[src/hdl/sdcsl_pkg.sv]
// Constants and carrier types for the SDRAM command-state logic.
// Assumes a single 10 MHz clock domain; no register bus.
//
// Behaviour
// RULE_01 - Precharging bank: NOP/precharge wait, then idle
// RULE_02 - Activating bank: only NOP, then row active
// RULE_03 - Mode register access: idle two clocks later
// RULE_04 - Bank decode only when enable high twice
// RULE_05 - Illegality judged per bank by bank select
// RULE_06 - Refresh/mode access only with all banks idle
// RULE_07 - Self refresh held while enable low; exit wait
// RULE_08 - Self refresh exit detected without system clock
// RULE_09 - Power down exit to all idle, setup allowed
// RULE_10 - Power down exit asynchronous; low holds it
// RULE_11 - Power down/self refresh entry only all idle
// RULE_12 - Clock suspend begins/ends next cycle
// RULE_13 - Controller holds enable high during power-up
// RULE_14 - Controller waits 200 us stable NOP
// RULE_15 - Init: precharge all, two refresh, mode load
// RULE_16 - Extended mode load after normal, optional
// RULE_17 - Default half drive, all four banks refreshed
// RULE_18 - Extended mode change only with banks idle
// RULE_19 - Command encoding of strobes decoded
// RULE_20 - Burst terminate returns bank to row active
// RULE_21 - Controller never issues illegal commands; the bench issues some to test the flag
package sdcsl_pkg;

    localparam int NUM_BANKS = 4;
    localparam int CLK_PERIOD_NS = 100;
    localparam int PRECHARGE_WAIT_NS = 20;
    localparam int ACTIVATE_TO_COLUMN_WAIT_NS = 20;
    localparam int ROW_CYCLE_WAIT_NS = 80;
    localparam int SELFREFRESH_EXIT_WAIT_NS = 120;
    localparam int MODE_ACCESS_CLOCKS = 2;
    localparam int POWERUP_WAIT_US = 200;
    // Least times round up, never below one cycle
    localparam int PRECHARGE_WAIT_CYC = (PRECHARGE_WAIT_NS + CLK_PERIOD_NS - 1) / CLK_PERIOD_NS;
    localparam int ACTIVATE_TO_COLUMN_WAIT_CYC = (ACTIVATE_TO_COLUMN_WAIT_NS + CLK_PERIOD_NS - 1) / CLK_PERIOD_NS;
    localparam int ROW_CYCLE_WAIT_CYC = (ROW_CYCLE_WAIT_NS + CLK_PERIOD_NS - 1) / CLK_PERIOD_NS;
    localparam int SELFREFRESH_EXIT_WAIT_CYC = (SELFREFRESH_EXIT_WAIT_NS + CLK_PERIOD_NS - 1) / CLK_PERIOD_NS;
    localparam int CNT_W = 4;
    localparam logic [1:0] DRIVE_STRENGTH_HALF = 2'h1;
    localparam logic [2:0] PARTIAL_ARRAY_ALL = 3'h0;
    localparam int EXT_DRIVE_LSB = 5;
    localparam int EXT_PARTIAL_LSB = 0;

    typedef enum logic [2:0] {
        BANK_IDLE = 3'b000,
        BANK_ACTIVATING = 3'b001,
        BANK_ROW_ACTIVE = 3'b010,
        BANK_BURST = 3'b011,
        BANK_PRECHARGING = 3'b100
    } sdcsl_bank_e;

    typedef enum logic [2:0] {
        DEV_ALL_IDLE = 3'b000,
        DEV_ACTIVE = 3'b001,
        DEV_MODE_ACCESS = 3'b010,
        DEV_POWER_DOWN = 3'b011,
        DEV_SELF_REFRESH = 3'b100,
        DEV_SR_EXIT = 3'b101,
        DEV_REFRESHING = 3'b110
    } sdcsl_dev_e;

    typedef enum logic [3:0] {
        CMD_NOP = 4'h0,
        CMD_ACTIVATE = 4'h1,
        CMD_READ = 4'h2,
        CMD_WRITE = 4'h3,
        CMD_PRECHARGE = 4'h4,
        CMD_REFRESH = 4'h5,
        CMD_MODE_LOAD = 4'h6,
        CMD_BURST_STOP = 4'h7
    } sdcsl_cmd_e;

    typedef struct packed {
        logic cs_b;
        logic ras_b;
        logic cas_b;
        logic we_b;
        logic [1:0] bank_sel;
        logic auto_close_flag;
        logic [7:0] addr_low;
    } sdcsl_pins_s;

    typedef struct packed {
        logic [1:0] drive_strength_sel;
        logic [2:0] partial_array_refresh;
    } sdcsl_ext_mode_s;

endpackage

[src/hdl/sdcsl_bank.sv]
// One bank's state and wait counter.
// Assumes the parent has already decoded and qualified the command.
`timescale 1ns/100ps
module sdcsl_bank
    import sdcsl_pkg::*;
(
    input wire logic i_clock,
    input wire logic i_rst_b,
    input wire logic i_sel,
    input wire logic i_go,
    input wire sdcsl_cmd_e i_cmd,
    input wire logic i_close_all,
    output sdcsl_bank_e o_state,
    output logic o_illegal
);

    logic [CNT_W-1:0] wait_cnt;
    logic hit;

    assign hit = i_go && (i_sel || (i_cmd == CMD_PRECHARGE && i_close_all));

    // In the wait states, only NOP-class or, while precharging, precharge itself are tolerated
    always_comb begin
        o_illegal = 1'b0;
        if (i_go && i_sel) begin
            case (o_state)
                BANK_PRECHARGING: o_illegal = (i_cmd != CMD_NOP) && (i_cmd != CMD_PRECHARGE); // RULE_01 RULE_05
                BANK_ACTIVATING: o_illegal = (i_cmd != CMD_NOP); // RULE_02 RULE_05
                BANK_IDLE: o_illegal = (i_cmd inside {CMD_READ, CMD_WRITE, CMD_BURST_STOP});
                BANK_ROW_ACTIVE: o_illegal = (i_cmd == CMD_ACTIVATE) || (i_cmd == CMD_BURST_STOP);
                default: o_illegal = (i_cmd == CMD_ACTIVATE);
            endcase
        end
    end

    always_ff @(posedge i_clock) begin
        if (!i_rst_b) begin
            o_state <= BANK_IDLE;
            wait_cnt <= '0;
        end else begin
            case (o_state)
                BANK_IDLE: begin
                    if (hit && i_sel && i_cmd == CMD_ACTIVATE) begin
                        o_state <= BANK_ACTIVATING;
                        wait_cnt <= CNT_W'(ACTIVATE_TO_COLUMN_WAIT_CYC - 1);
                    end
                end
                BANK_ACTIVATING: begin
                    if (wait_cnt == '0) begin
                        o_state <= BANK_ROW_ACTIVE; // RULE_02
                    end else begin
                        wait_cnt <= wait_cnt - 1'b1;
                    end
                end
                BANK_PRECHARGING: begin
                    if (wait_cnt == '0) begin
                        o_state <= BANK_IDLE; // RULE_01
                    end else begin
                        wait_cnt <= wait_cnt - 1'b1;
                    end
                end
                default: begin
                    if (hit && i_cmd == CMD_PRECHARGE) begin
                        o_state <= BANK_PRECHARGING;
                        wait_cnt <= CNT_W'(PRECHARGE_WAIT_CYC - 1);
                    end else if (hit && i_sel && (i_cmd == CMD_READ || i_cmd == CMD_WRITE)) begin
                        o_state <= BANK_BURST;
                    end else if (hit && i_sel && i_cmd == CMD_BURST_STOP) begin
                        o_state <= BANK_ROW_ACTIVE; // RULE_20
                    end
                end
            endcase
        end
    end

endmodule

[src/hdl/sdcsl_top.sv]
// Command-state logic of a mobile SDRAM die.
// Assumes command pins arrive from a controller on i_clock; the enable pin
// is also watched through a synchroniser for low-power exits.
`timescale 1ns/100ps
module sdcsl_top
    import sdcsl_pkg::*;
#(
    parameter int BANKS = NUM_BANKS
)
(
    input wire logic i_clock,
    input wire logic i_rst_b,
    input wire logic i_clk_en,
    input wire sdcsl_pins_s i_pins,
    output sdcsl_dev_e o_dev_state,
    output sdcsl_bank_e o_bank_state [BANKS],
    output logic o_illegal,
    output logic o_clock_suspend,
    output logic o_all_idle,
    output sdcsl_ext_mode_s o_ext_mode
);

    // ----------------------------------------
    // Enable pin history and asynchronous wake
    // ----------------------------------------
    logic cke_prev;
    logic [2:0] cke_sync;
    logic wake;
    logic low_seen;
    sdcsl_cmd_e cmd;
    logic go;
    logic [BANKS-1:0] bank_ill;
    logic [BANKS-1:0] bank_idle;
    logic is_nop;
    logic all_idle;
    logic [CNT_W-1:0] dev_cnt;
    logic cmd_ill;
    sdcsl_dev_e next_dev;

    always_ff @(posedge i_clock) begin
        if (!i_rst_b) begin
            cke_prev <= 1'b1;
            cke_sync <= 3'b111;
        end else begin
            cke_prev <= i_clk_en;
            cke_sync <= {cke_sync[1:0], i_clk_en};
        end
    end

    // A wake counts only once the synchronised pin has been seen low in the
    // low-power state: on entry the pipeline still holds the old high level.
    always_ff @(posedge i_clock) begin
        if (!i_rst_b) begin
            low_seen <= 1'b0;
        end else if (o_dev_state != DEV_SELF_REFRESH && o_dev_state != DEV_POWER_DOWN) begin
            low_seen <= 1'b0;
        end else if (!cke_sync[2] && !cke_sync[1]) begin
            low_seen <= 1'b1;
        end
    end

    // Wake needs no running command decode; the synchronised level alone
    // ends self refresh or power down, since the controller's clock may
    // only just have restarted.
    assign wake = low_seen && cke_sync[2] && cke_sync[1]; // RULE_08 RULE_10

    // ----------------------------------------
    // Command decode
    // ----------------------------------------
    always_comb begin
        if (i_pins.cs_b) begin
            cmd = CMD_NOP;
        end else begin
            case ({i_pins.ras_b, i_pins.cas_b, i_pins.we_b}) // RULE_19
                3'b111: cmd = CMD_NOP;
                3'b011: cmd = CMD_ACTIVATE;
                3'b100: cmd = CMD_WRITE;
                3'b101: cmd = CMD_READ;
                3'b010: cmd = CMD_PRECHARGE;
                3'b001: cmd = CMD_REFRESH;
                3'b000: cmd = CMD_MODE_LOAD;
                default: cmd = CMD_BURST_STOP; // RULE_20
            endcase
        end
    end

    assign is_nop = (cmd == CMD_NOP);
    assign go = cke_prev && i_clk_en && (o_dev_state == DEV_ALL_IDLE || o_dev_state == DEV_ACTIVE); // RULE_04

    genvar g;
    generate
        for (g = 0; g < BANKS; g++) begin : g_bank
            sdcsl_bank u_bank (
                .i_clock(i_clock),
                .i_rst_b(i_rst_b),
                .i_sel(i_pins.bank_sel == 2'(g)), // RULE_05
                .i_go(go),
                .i_cmd(cmd),
                .i_close_all(i_pins.auto_close_flag),
                .o_state(o_bank_state[g]),
                .o_illegal(bank_ill[g])
            );
            assign bank_idle[g] = (o_bank_state[g] == BANK_IDLE);
        end
    endgenerate

    assign all_idle = &bank_idle;
    assign o_all_idle = all_idle && (o_dev_state == DEV_ALL_IDLE || o_dev_state == DEV_ACTIVE);

    // ----------------------------------------
    // Illegal command flag
    // ----------------------------------------
    always_comb begin
        cmd_ill = 1'b0;
        case (o_dev_state)
            DEV_MODE_ACCESS: cmd_ill = !is_nop; // RULE_03
            DEV_REFRESHING: cmd_ill = !is_nop && cmd != CMD_BURST_STOP;
            DEV_SR_EXIT: cmd_ill = !is_nop; // RULE_07
            DEV_SELF_REFRESH, DEV_POWER_DOWN: cmd_ill = !cke_prev && i_clk_en && !is_nop; // RULE_07 RULE_09
            default: begin
                if (go) begin
                    cmd_ill = |bank_ill;
                    if ((cmd == CMD_REFRESH || cmd == CMD_MODE_LOAD) && !all_idle) begin
                        cmd_ill = 1'b1; // RULE_06
                    end
                end else if (cke_prev && !i_clk_en && all_idle && !is_nop
                             && cmd != CMD_REFRESH && cmd != CMD_ACTIVATE && cmd != CMD_MODE_LOAD) begin
                    cmd_ill = 1'b1; // RULE_11
                end
            end
        endcase
    end
    assign o_illegal = cmd_ill;

    // ----------------------------------------
    // Device state
    // ----------------------------------------
    always_comb begin
        next_dev = o_dev_state;
        case (o_dev_state)
            DEV_ALL_IDLE, DEV_ACTIVE: begin
                if (cke_prev && !i_clk_en && all_idle) begin
                    if (is_nop) begin
                        next_dev = DEV_POWER_DOWN; // RULE_11
                    end else if (cmd == CMD_REFRESH) begin
                        next_dev = DEV_SELF_REFRESH; // RULE_11
                    end
                end else if (go && all_idle && cmd == CMD_MODE_LOAD) begin
                    next_dev = DEV_MODE_ACCESS;
                end else if (go && all_idle && cmd == CMD_REFRESH) begin
                    next_dev = DEV_REFRESHING;
                end else begin
                    next_dev = all_idle ? DEV_ALL_IDLE : DEV_ACTIVE;
                end
            end
            DEV_MODE_ACCESS, DEV_REFRESHING, DEV_SR_EXIT: begin
                if (dev_cnt == '0) begin
                    next_dev = DEV_ALL_IDLE; // RULE_03 RULE_07
                end
            end
            DEV_SELF_REFRESH: begin
                if (wake) begin
                    next_dev = DEV_SR_EXIT; // RULE_07
                end
            end
            DEV_POWER_DOWN: begin
                if (wake) begin
                    next_dev = DEV_ALL_IDLE; // RULE_09 RULE_10
                end
            end
            default: next_dev = DEV_ALL_IDLE;
        endcase
    end

    always_ff @(posedge i_clock) begin
        if (!i_rst_b) begin
            o_dev_state <= DEV_ALL_IDLE;
            dev_cnt <= '0;
        end else begin
            o_dev_state <= next_dev;
            if (next_dev == DEV_MODE_ACCESS && o_dev_state != DEV_MODE_ACCESS) begin
                dev_cnt <= CNT_W'(MODE_ACCESS_CLOCKS - 1);
            end else if (next_dev == DEV_REFRESHING && o_dev_state != DEV_REFRESHING) begin
                dev_cnt <= CNT_W'(ROW_CYCLE_WAIT_CYC - 1);
            end else if (next_dev == DEV_SR_EXIT && o_dev_state != DEV_SR_EXIT) begin
                dev_cnt <= CNT_W'(SELFREFRESH_EXIT_WAIT_CYC - 1);
            end else if (dev_cnt != '0) begin
                dev_cnt <= dev_cnt - 1'b1;
            end
        end
    end

    // ----------------------------------------
    // Clock suspend in active states
    // ----------------------------------------
    // Suspend flag lags the enable by one cycle, so it starts and ends next cycle
    always_ff @(posedge i_clock) begin
        if (!i_rst_b) begin
            o_clock_suspend <= 1'b0;
        end else if ((o_dev_state == DEV_ALL_IDLE || o_dev_state == DEV_ACTIVE) && !all_idle) begin
            // Device state trails the banks by a cycle, so open banks decide
            o_clock_suspend <= !i_clk_en; // RULE_12
        end else begin
            o_clock_suspend <= 1'b0;
        end
    end

    // ----------------------------------------
    // Extended mode word
    // ----------------------------------------
    always_ff @(posedge i_clock) begin
        if (!i_rst_b) begin
            o_ext_mode.drive_strength_sel <= DRIVE_STRENGTH_HALF; // RULE_17
            o_ext_mode.partial_array_refresh <= PARTIAL_ARRAY_ALL; // RULE_17
        end else if (go && cmd == CMD_MODE_LOAD && all_idle && i_pins.bank_sel[1]) begin
            o_ext_mode.drive_strength_sel <= i_pins.addr_low[EXT_DRIVE_LSB +: 2]; // RULE_18
            o_ext_mode.partial_array_refresh <= i_pins.addr_low[EXT_PARTIAL_LSB +: 3]; // RULE_18
        end
    end
endmodule

[config.mk]
export PLATFORM = sky130hd
export DESIGN_NAME = sdcsl_top
export DESIGN_NICKNAME = d
export VERILOG_FILES = /design/src/hdl/sdcsl_pkg.sv /design/src/hdl/sdcsl_bank.sv /design/src/hdl/sdcsl_top.sv
export SDC_FILE = /design/constraint.sdc
export NUM_CORES = 1
export LEC_CHECK = 0
export BUFFER_PORTS_ARGS = -buffer_cell sky130_fd_sc_hd__buf_4
export CAP_MARGIN = 20
export CORE_ASPECT_RATIO = 0.6
export CORE_MARGIN = 4
export CORE_UTILIZATION = 55
export DETAILED_ROUTE_END_ITERATION = 10
export PLACE_DENSITY = 0.78
export REMOVE_ABC_BUFFERS = 1
export SYNTH_ARGS = -nofsm -noshare
export SYNTH_HDL_FRONTEND = slang
export SYNTH_SLANG_ARGS = --single-unit
[constraint.sdc]
create_clock -name i_clock -period 3.04 [get_ports i_clock]
set_input_delay 0.456 -clock i_clock [delete_from_list [all_inputs] [get_ports i_clock]]
set_output_delay 0.456 -clock i_clock [all_outputs]
set_load 0.01 [all_outputs]
==> flow_summary.toml, run 1 <==
[routing]
viasPerCell = 6.05
first_pass_iters = 5
drt_iter0_drc = 292
ant_nets = 0
post-route-drc-count = 0
routed_wl_um = 7250
vias = 2903
wl_per_cell_um = 15.1

[yosys]
ys_seq_area_frac = 0.307
ys_seq_elements = 45
synthFlopType = "dfxtp_1"
synth_most_common_cell = "nor2_1"
syn_avg_cell_area_um2 = 7.44
ys_types = 68
synth_commonest_cells = "nor2_1, dfxtp_1, a21oi_1"
yosysTopAreaCell = "dfxtp_1"
synth_edf_count = 0
synthCells = 394
yosysWarnings = 0
synth_area_leaders = "dfxtp_1, nor2_1, a21oi_1"
synth_async_sr_flop_share = 0
synth_top_area_frac = 0.307
syn-cell-area_um2 = 2930

[placed_design]
place_congestion = 0.922
dp_hpwl_um = 5270
portBuffers = 37

[power]
pwr-share-seq = 0.377
p_int_mw = 1.29
ir_drop_uv = 251
clkPwrFrac = 0.188
p_sw_mw = 0.877
power_per_cell_area_nw_per_um2 = 657
leakagePower_nw = 1.24
swShare = 0.406
power_frac_comb = 0.434

[cells_and_area]
num_antenna_cells = 0
finish.utilization = 0.645
nets = 439
drive_above_1_share = 0.130
syn2layout_area_growth_pct = 12.3

[grt]
grt_max_degree = 18
grt_pass1_wl_um = 12400
antenna_found_initial = 0
overflow = 0
grt_pass1_vias = 2630
track_usage = 0.232

[timing]
setup_viol = 0
final_hold_viol_count = 0
setup_tns_ns = 0
max_freq_mhz = 364
rsz0062_at_grt = "no"
maxSlewHeadroom = 0.592
finalCritPeriodShare = 0.903
slew_viol_final = 0
skew_ns = 0.00658
finalCriticalPeriod_ns = 2.75
worst_pin_slew_ns = 0.605

[clocking]
numCtsBuffers = 5
cts_repair_resize_count = 0
hold_buffers = 0
clk_pin_slew_ns = 0.08
tritoncts = "yes"
cts_sinks = 45
cts.path.max_buffers = 2
clkLatencyLatePin_ns = 0.30
cts_setup_buffers = 0
cts_root_buffer = "clkbuf_8"
htree_levels = 2

[setup_path]
worstPathMaxFanout = 11
end_kind = "primary output"
max_stage_delay_ns = 0.49
crit_family = "simple AND/OR/NAND/NOR gates"
worstSetupPathType = "register to primary output"
cp_data_arrival_time_ns = 2.29
critPathSlowestCell = "nor3_1"
cp_data_required_time_ns = 2.58
start_kind = "register"
path_buf_inv = 1
cp_cell_sequence = "nor3_1, and4_1, o21ai_0, a41oi_1, a31o_1, nand3_1, buf_4"

[hold_path]
hold_path_class = "input port to register"

[status]
outcome = "complete, no violations"

[floorplan]
dieHeight_um = 64.6
core_area_um2 = 5100
ioPinCount = 41
start_util = 0.574
dieArea_um2 = 6600
die_x_um = 102
num_rows = 20

[run]
maxCapViolCount = 0
stage by stage:
step	std cells	hold slack [ns]	area, um^2	setup slack (ns)	power [mW]
finish	480	0.372	3290	0.294	2.16
global route	480	0.371	3290	0.162	2.33
CTS	480	0.368	3290	0.316	2.16
detailed placement	472	0.455	3190	0.578	1.74
global placement	472	0.433	3190	0.569	1.72
floorplan	367	0.427	2820	0.748	1.45
state kept, by name (all words and copies together) (netlist names):
name	flops
low_seen	1
o_ext_mode	5
o_clock_suspend	1
cke_sync	3
g_bank.u_bank.o_state	12
g_bank.u_bank.wait_cnt	16
dev_cnt	4
o_dev_state	3
layout by cell type, fill, tap and decap left out, types with 4 or more instances in the layout:
| cell | netlist | final |
|---|---|---|
| nand3b_1 | 6 | 6 |
| a31oi_1 | 5 | 5 |
| inv_1 | 21 | 21 |
| clkbuf_8 | 0 | 7 |
| a211oi_1 | 7 | 7 |
| o21ai_0 | 9 | 9 |
| nand3_1 | 11 | 11 |
| o21ai_1 | 10 | 10 |
| buf_4 | 1 | 39 |
| mux2i_1 | 8 | 8 |
| and2_1 | 4 | 4 |
| nand2_1 | 21 | 21 |
| or3_1 | 10 | 10 |
| o211ai_1 | 4 | 4 |
| ha_1 | 8 | 8 |
| nor2_1 | 57 | 57 |
| dfxtp_1 | 45 | 45 |
| a21oi_1 | 36 | 36 |
| nand2b_1 | 12 | 12 |
| nor3_1 | 27 | 27 |
path summary, 6_finish.rpt:
check                              start                           end  slack, ns  cells past startpoint
min                            i_pins[5]                 o_ext_mode[3]       0.37                      3
max reg2reg               o_dev_state[2]  g_bank[2].u_bank.wait_cnt[1]       0.58                      6
max          g_bank[2].u_bank.o_state[0]                     o_illegal       0.29                      7
min reg2reg                  cke_sync[1]                   cke_sync[2]       0.47                      1
cell families after synthesis:
logic type | count (synthesis) | synth area share
AOI/OAI and AO/OA | 100 | 0.218
xor gates and xnor gates | 6 | 0.0179
adders and majority gates | 9 | 0.0376
buffers and inverters | 48 | 0.0666
DFF | 45 | 0.307
muxes | 9 | 0.0312
and+or+nand+nor | 177 | 0.321
power groups by stage:
stage	registers, mW	clock network (mW)	logic (mW)
4_1_cts	0.812	0.421	0.929
3_3_place_gp	0.819	0	0.904
3_5_place_dp	0.825	0	0.920
6_report	0.816	0.407	0.939
2_1_floorplan	0.812	0	0.634
5_1_grt	0.839	0.450	1.04
cell type report:
class / count / area, um^2
Clock inverter: 1 / 5.00
Tap cell: 66 / 82.6
Multi-Input combinational cell: 301 / 1840
Sequential cell: 45 / 901
Fill cell: 456 / 1810
Clock buffer: 7 / 96.3
Inverter: 21 / 78.8
Timing Repair Buffer: 39 / 293
routing by layer:
| layer | up-vias | routed length, um | global-route usage |
|---|---|---|---|
| met5 | - | 0 | 0 |
| met4 | 0 | 65 | 0.0524 |
| met3 | 14 | 612 | 0.0527 |
| met2 | 130 | 2960 | 0.332 |
| met1 | 1316 | 3620 | 0.350 |
| li1 | 1443 | - | - |
worst register-to-register path: cells and delay by family, from the launching register on:
kind	cells	cell delay (ns)
AOI/OAI and AO/OA	2	0.40
and+or+nand+nor	4	1.54
DFF	1	0.46
Note: power is estimated with default switching activity, not from simulation.
==> inputs of run 2 (changes only) <==
--- a/config.mk
+++ b/config.mk
@@ -11,8 +11,9 @@
 export CORE_MARGIN = 4
 export CORE_UTILIZATION = 55
 export DETAILED_ROUTE_END_ITERATION = 10
-export PLACE_DENSITY = 0.78
+export PLACE_DENSITY = 0.77
 export REMOVE_ABC_BUFFERS = 1
 export SYNTH_ARGS = -nofsm -noshare
 export SYNTH_HDL_FRONTEND = slang
+export SYNTH_HIERARCHICAL = 1
 export SYNTH_SLANG_ARGS = --single-unit
==> run 2 against run 1 <==
  * The flow now finishes with violations (setup timing)
  * Clock skew grew 0.0040 ns
  * Sequential share of layout area shrank 7.4 points
  * Maximum frequency shrank 10%
  * Final cell count grew 28%
  * Register-to-register slack gained 0.30 ns
  * Design area grew 37%
  * Largest power group unchanged
  * Highest routed layer unchanged
==> flow_summary.toml, run 2 <==
[routing]
vias = 3799
ant_nets = 0
viasPerCell = 6.19
routed-wl-met3_um = 744
met1_length_um = 4920
wl_per_cell_um = 16.8
post-route-drc-count = 0
drt_iter0_drc = 430
routed_wl_um = 10300
first_pass_iters = 5
wl_met2_um = 4460
routed.top_layer = "met4"

[setup_path]
r2r_start = "cke_sync[0]"
rr_worst_depth = 6
rrSetupSlack_ns = 0.88
cp_data_arrival_time_ns = 2.61
end_kind = "primary output"
cp_data_required_time_ns = 2.58
worstSetupPathType = "input port to primary output"
worstPathMaxFanout = 8
timing.rr.end = "g_bank[1].u_bank/wait_cnt[2]"
start_kind = "input port"

[hold_path]
hp-start = "i_pins[5]"
worstHoldEndpoint = "o_ext_mode[3]"
hold_depth = 3
hold_path_class = "input port to register"

[yosys]
synth_async_sr_flop_share = 0
ys_types = 60
synth_edf_count = 0
ys_seq_elements = 45
synth_commonest_cells = "dfxtp_1, o21ai_0, nand2_1"
synthFlopType = "dfxtp_1"
yosysWarnings = 6
synth_top_area_frac = 0.246
synthCells = 456
syn_avg_cell_area_um2 = 8.03
ys_seq_area_frac = 0.246
synth_most_common_cell = "dfxtp_1"
yosysTopAreaCell = "dfxtp_1"
syn-cell-area_um2 = 3660
synth_area_leaders = "dfxtp_1, o21ai_0, a21oi_1"

[power]
pwr-share-seq = 0.387
power_per_cell_area_nw_per_um2 = 407
p_sw_mw = 0.706
clkPwrFrac = 0.193
swShare = 0.385
leakagePower_nw = 1.79
power_frac_comb = 0.420
p_int_mw = 1.13
ir_drop_uv = 390

[floorplan]
start_util = 0.583
dieHeight_um = 71.2
num_rows = 22
die_x_um = 113
ioPinCount = 41
dieArea_um2 = 8070
core_area_um2 = 6280

[cells_and_area]
finish.utilization = 0.718
top_register = "g_bank.u_bank/wait_cnt"
largest_reg_flops = 16
reg.largest.list = "g_bank.u_bank/wait_cnt x16, g_bank.u_bank/o_state x12, o_ext_mode x5"
final_common_cell = "buf_4"
nets = 558
num_antenna_cells = 0
layout_common_cells = "buf_4, dfxtp_1, o21ai_0"
syn2layout_area_growth_pct = 23.0
drive_above_1_share = 0.243

[status]
outcome = "finished with violations"
violations = "setup timing"

[timing]
final_hold_viol_count = 0
fin_ws_ns = -0.0221
worst_pin_slew_ns = 0.686
finalCritPeriodShare = 1.01
setup_viol = 1
finalCriticalPeriod_ns = 3.06
skew_ns = 0.0106
rsz0062_at_grt = "yes"
setup_tns_ns = -0.0221
max_freq_mhz = 327
maxSlewHeadroom = 0.542
slew_viol_final = 0

[clocking]
clk_pin_slew_ns = 0.08
cts.path.max_buffers = 2
numCtsBuffers = 5
clkLatencyLatePin_ns = 0.31
cts_root_buffer = "clkbuf_8"
htree_levels = 2
tritoncts = "yes"
cts_sinks = 45

[grt]
track_usage = 0.236
overflow = 0
grt_pass1_wl_um = 15800
antenna_found_initial = 0
grt_max_degree = 56
grt_pass1_vias = 3311

[placed_design]
portBuffers = 37
dp_hpwl_um = 6980
place_congestion = 0.898

[run]
maxCapViolCount = 0
[run 2: changes by cell type after synthesis, moves of 9 or more]
cell / before / now
buf_2: 3 / 13
o21ai_0: 9 / 32
o21ai_1: 10 / 0
nor2_1: 57 / 22
nor3_1: 27 / 10
nor2b_1: 2 / 20
nand2_1: 21 / 30
nand2b_1: 12 / 22
clkbuf_1: 21 / 8
[run 2: cells by family after synthesis]
group                    share of synthesized area
multiplexers                                0.0167
buffers and inverters                       0.0581
adder cells (fa/ha/maj)                     0.0444
other                                      0.00102
AND/OR/NAND/NOR                              0.330
XOR/XNOR                                    0.0144
AO/OA/AOI/OAI                                0.289
flip-flops                                   0.246
[run 2: worst max-delay path by stage]
stage,startpoint,end,cells past startpoint
after floorplan,i_pins[12],o_illegal,9
after global placement,i_pins[13],o_illegal,11
after detailed placement,i_pins[13],o_illegal,11
after CTS,i_pins[11],o_illegal,13
after global routing,i_pins[12],o_illegal,14
final,i_pins[12],o_illegal,14
[run 2: layer usage]
layer / track usage / up-vias
li1: - / 1847
met1: 0.345 / 1771
met2: 0.354 / 160
met3: 0.0479 / 21
met4: 0.0640 / 0
met5: 0 / -
[run 2: what timing repair did]
action | CTS | global route
hold buffers | 0 | 0
hold endpoints to repair | 0 | 0
setup buffers | 1 | 8
cloned | 0 | 1
pin swaps | 3 | 13
setup endpoints to repair | 1 | 1
gates resized for setup | 4 | 34
[run 2: cell type report]
cell class | instances | area (um^2)
clock buffer | 5 | 68.8
clock inverter | 1 | 5.00
fill | 495 | 1770
inverter | 15 | 56.3
multi-input combinational | 392 | 2750
sequential | 45 | 901
tap | 84 | 105
timing repair buffer | 72 | 623
[run 2: stage by stage]
| stage | instance area (um^2) | setup slack (ns) | std cells | power, mW | hold WS, ns |
|---|---|---|---|---|---|
| after floorplan | 3590 | -0.169 | 452 | 1.17 | 0.426 |
| after global placement | 4180 | -0.206 | 598 | 1.40 | 0.443 |
| after detailed placement | 4180 | -0.231 | 598 | 1.42 | 0.458 |
| after CTS | 4280 | 0.0164 | 605 | 1.78 | 0.384 |
| after global routing | 4500 | -0.0559 | 614 | 1.95 | 0.406 |
| final | 4500 | -0.0221 | 614 | 1.83 | 0.395 |
[run 2: critical path, cell delays in order]
cell       delay, ns
buf_8           0.10
buf_6           0.11
inv_2           0.05
a21o_1          0.14
a21oi_4         0.06
buf_12          0.15
buf_8           0.13
nor4bb_2        0.27
a31oi_1         0.06
or4_1           0.50
a21oi_2         0.17
o41ai_2         0.10
o2111ai_2       0.14
buf_4           0.16
[run 2: power groups by stage]
stage                     Combinational [mW]  Clock (mW)  Sequential, mW
after floorplan                        0.454           0           0.717
after global placement                 0.688           0           0.714
after detailed placement               0.704           0           0.717
after CTS                              0.712       0.366           0.702
after global routing                   0.838       0.390           0.718
final                                  0.771       0.354           0.709
==> inputs of run 3 (changes only) <==
==> constraint.sdc (replaced) <==
create_clock -name i_clock -period 3.04 [get_ports i_clock]
set_input_delay 0.456 -clock i_clock [delete_from_list [all_inputs] [get_ports i_clock]]
set_output_delay 0.456 -clock i_clock [all_outputs]
set_load 0.005 [all_outputs]
==> run 3 against run 2 <==
  * The flow still finishes with violations (setup timing)
  * Global-route usage is 0.081 points lower
  * Final cell count is 1.1% higher
  * Critical path depth is 1 lower
  * Wire length is 0.30% higher
  * Flip-flop and latch count stayed put
  * Worst hold slack worse by 0.0076 ns
  * Combinational power is 0.8% higher
  * Sequential share of layout area is 0.33 points lower
  * First-iteration DRC count is 30% higher
  * Clock power is 6.5% higher
  * Maximum frequency is 2.3% lower
  * Non-clock buffer count is 5 higher
  * Critical endpoint unchanged
  * Largest cell class unchanged
  * Highest routed layer unchanged
==> flow_summary.toml, run 3 (same netlist as run 2, synthesis figures left out) <==
[setup_path]
start_kind = "input port"
worstSetupPathType = "input port to primary output"
end_kind = "primary output"
worstPathMaxFanout = 7
cp_data_required_time_ns = 2.58
rrSetupSlack_ns = 0.85
rr_worst_depth = 6
cp_data_arrival_time_ns = 2.68
timing.rr.end = "g_bank[3].u_bank/wait_cnt[2]"
r2r_start = "o_dev_state[1]"

[clocking]
cts.path.max_buffers = 2
hold_buffers = 0
cts_sinks = 45
cts_root_buffer = "clkbuf_8"
clkLatencyLatePin_ns = 0.31
clk_pin_slew_ns = 0.09
tritoncts = "yes"
htree_levels = 2
numCtsBuffers = 5

[timing]
slew_viol_final = 0
max_freq_mhz = 319
setup_viol = 1
worst_pin_slew_ns = 0.693
skew_ns = 0.0118
finalCriticalPeriod_ns = 3.14
maxSlewHeadroom = 0.538
fin_ws_ns = -0.0952
final_hold_viol_count = 0
finalCritPeriodShare = 1.03

[power]
swShare = 0.374
p_sw_mw = 0.697
power_per_cell_area_nw_per_um2 = 407
finalPower_mw = 1.86
power_frac_comb = 0.417
leakagePower_nw = 1.83
p_int_mw = 1.17
clkPwrFrac = 0.203
ir_drop_uv = 300
pwr-share-seq = 0.381

[floorplan]
start_util = 0.583
ioPinCount = 41
core_area_um2 = 6280
dieArea_um2 = 8070
die_x_um = 113
dieHeight_um = 71.2
num_rows = 22

[grt]
grt_pass1_wl_um = 15900
antenna_found_initial = 0
track_usage = 0.236
grt_max_degree = 56
grt_pass1_vias = 3283
overflow = 0

[status]
violations = "setup timing"
outcome = "finished with violations"

[placed_design]
dpl_cell_area_um2 = 4190
portBuffers = 37
place_congestion = 0.896
dp_cells = 600
dp_hpwl_um = 7000

[cells_and_area]
multi_input_area_um2 = 2760
final_common_cell = "buf_4"
fillCellCount = 461
reg.largest.list = "g_bank.u_bank/wait_cnt x16, g_bank.u_bank/o_state x12, o_ext_mode x5"
ff_latch_area_um2 = 901
finalNonFillerCells = 621
design_area_um2 = 4580
layout_common_cells = "buf_4, dfxtp_1, o21ai_0"
top_register = "g_bank.u_bank/wait_cnt"
largest_reg_flops = 16
num_antenna_cells = 0
syn2layout_area_growth_pct = 25.1
drive_above_1_share = 0.246
nets = 564

[routing]
post-route-drc-count = 0
vias = 3871
first_pass_iters = 5
ant_nets = 0
viasPerCell = 6.23
drt_iter0_drc = 557
routed_wl_um = 10300
wl_per_cell_um = 16.7

[hold_path]
hold_path_class = "input port to register"
worstHoldEndpoint = "o_ext_mode[3]"
hp-start = "i_pins[5]"
hold_depth = 3

[run]
maxCapViolCount = 0
[run 3: repair_timing]
action | 4_1_cts | 5_1_grt
endpoints found under the setup margin | 1 | 1
pin swaps | 1 | 15
buffers inserted | 0 | 10
gates cloned | 0 | 5
resized for setup | 5 | 26
[run 3: critical path, cell delays in order]
cell and delay, ns:
buf_4 0.12, buf_6 0.12, inv_1 0.06, a21o_1 0.15, a21oi_4 0.07, clkbuf_16 0.18, nor4bb_1 0.42, a31oi_1 0.13
or4_1 0.44, a21oi_2 0.17, o41ai_2 0.11, o2111ai_2 0.11, buf_4 0.14
[run 3: per-stage QoR]
step                      hold slack (ns)  worst slack, ns  utilization  setup TNS [ns]
final                               0.387          -0.0952        0.730         -0.0952
after global routing                0.393           -0.210        0.730          -0.210
after CTS                           0.379           0.0120        0.686               0
after detailed placement            0.469           -0.286        0.668          -0.286
after global placement              0.444           -0.226        0.668          -0.226
after floorplan                     0.426           -0.137            -          -0.137
[run 3: how the worst max path moves through the flow]
stage / start / endpoint / slack (ns) / depth (start not counted)
after floorplan: i_pins[12] / o_illegal / -0.14 / 9
after CTS: i_pins[11] / o_illegal / 0.01 / 13
final: i_pins[12] / o_illegal / -0.1 / 13
after global placement: i_pins[13] / o_illegal / -0.23 / 11
after detailed placement: i_pins[13] / o_illegal / -0.29 / 10
after global routing: i_pins[12] / o_illegal / -0.21 / 13
[run 3: power by group through the flow]
stage	clock network (mW)	logic, mW	registers [mW]
finish	0.377	0.777	0.709
global route	0.417	0.848	0.718
CTS	0.394	0.708	0.705
detailed placement	0	0.702	0.719
global placement	0	0.675	0.715
floorplan	0	0.448	0.708
[run 3: cell type report]
| cell class | count | area share |
|---|---|---|
| Tap cell | 84 | 0.0229 |
| Timing Repair Buffer | 77 | 0.146 |
| Sequential cell | 45 | 0.197 |
| Clock buffer | 7 | 0.0188 |
| Inverter | 15 | 0.0123 |
| Multi-Input combinational cell | 393 | 0.603 |
[run 3: routing by layer]
metal | wire length (um) | global-route usage
met2 | 4440 | 0.348
met4 | 179 | 0.0533
met3 | 776 | 0.0462
met5 | 0 | 0
met1 | 4950 | 0.352
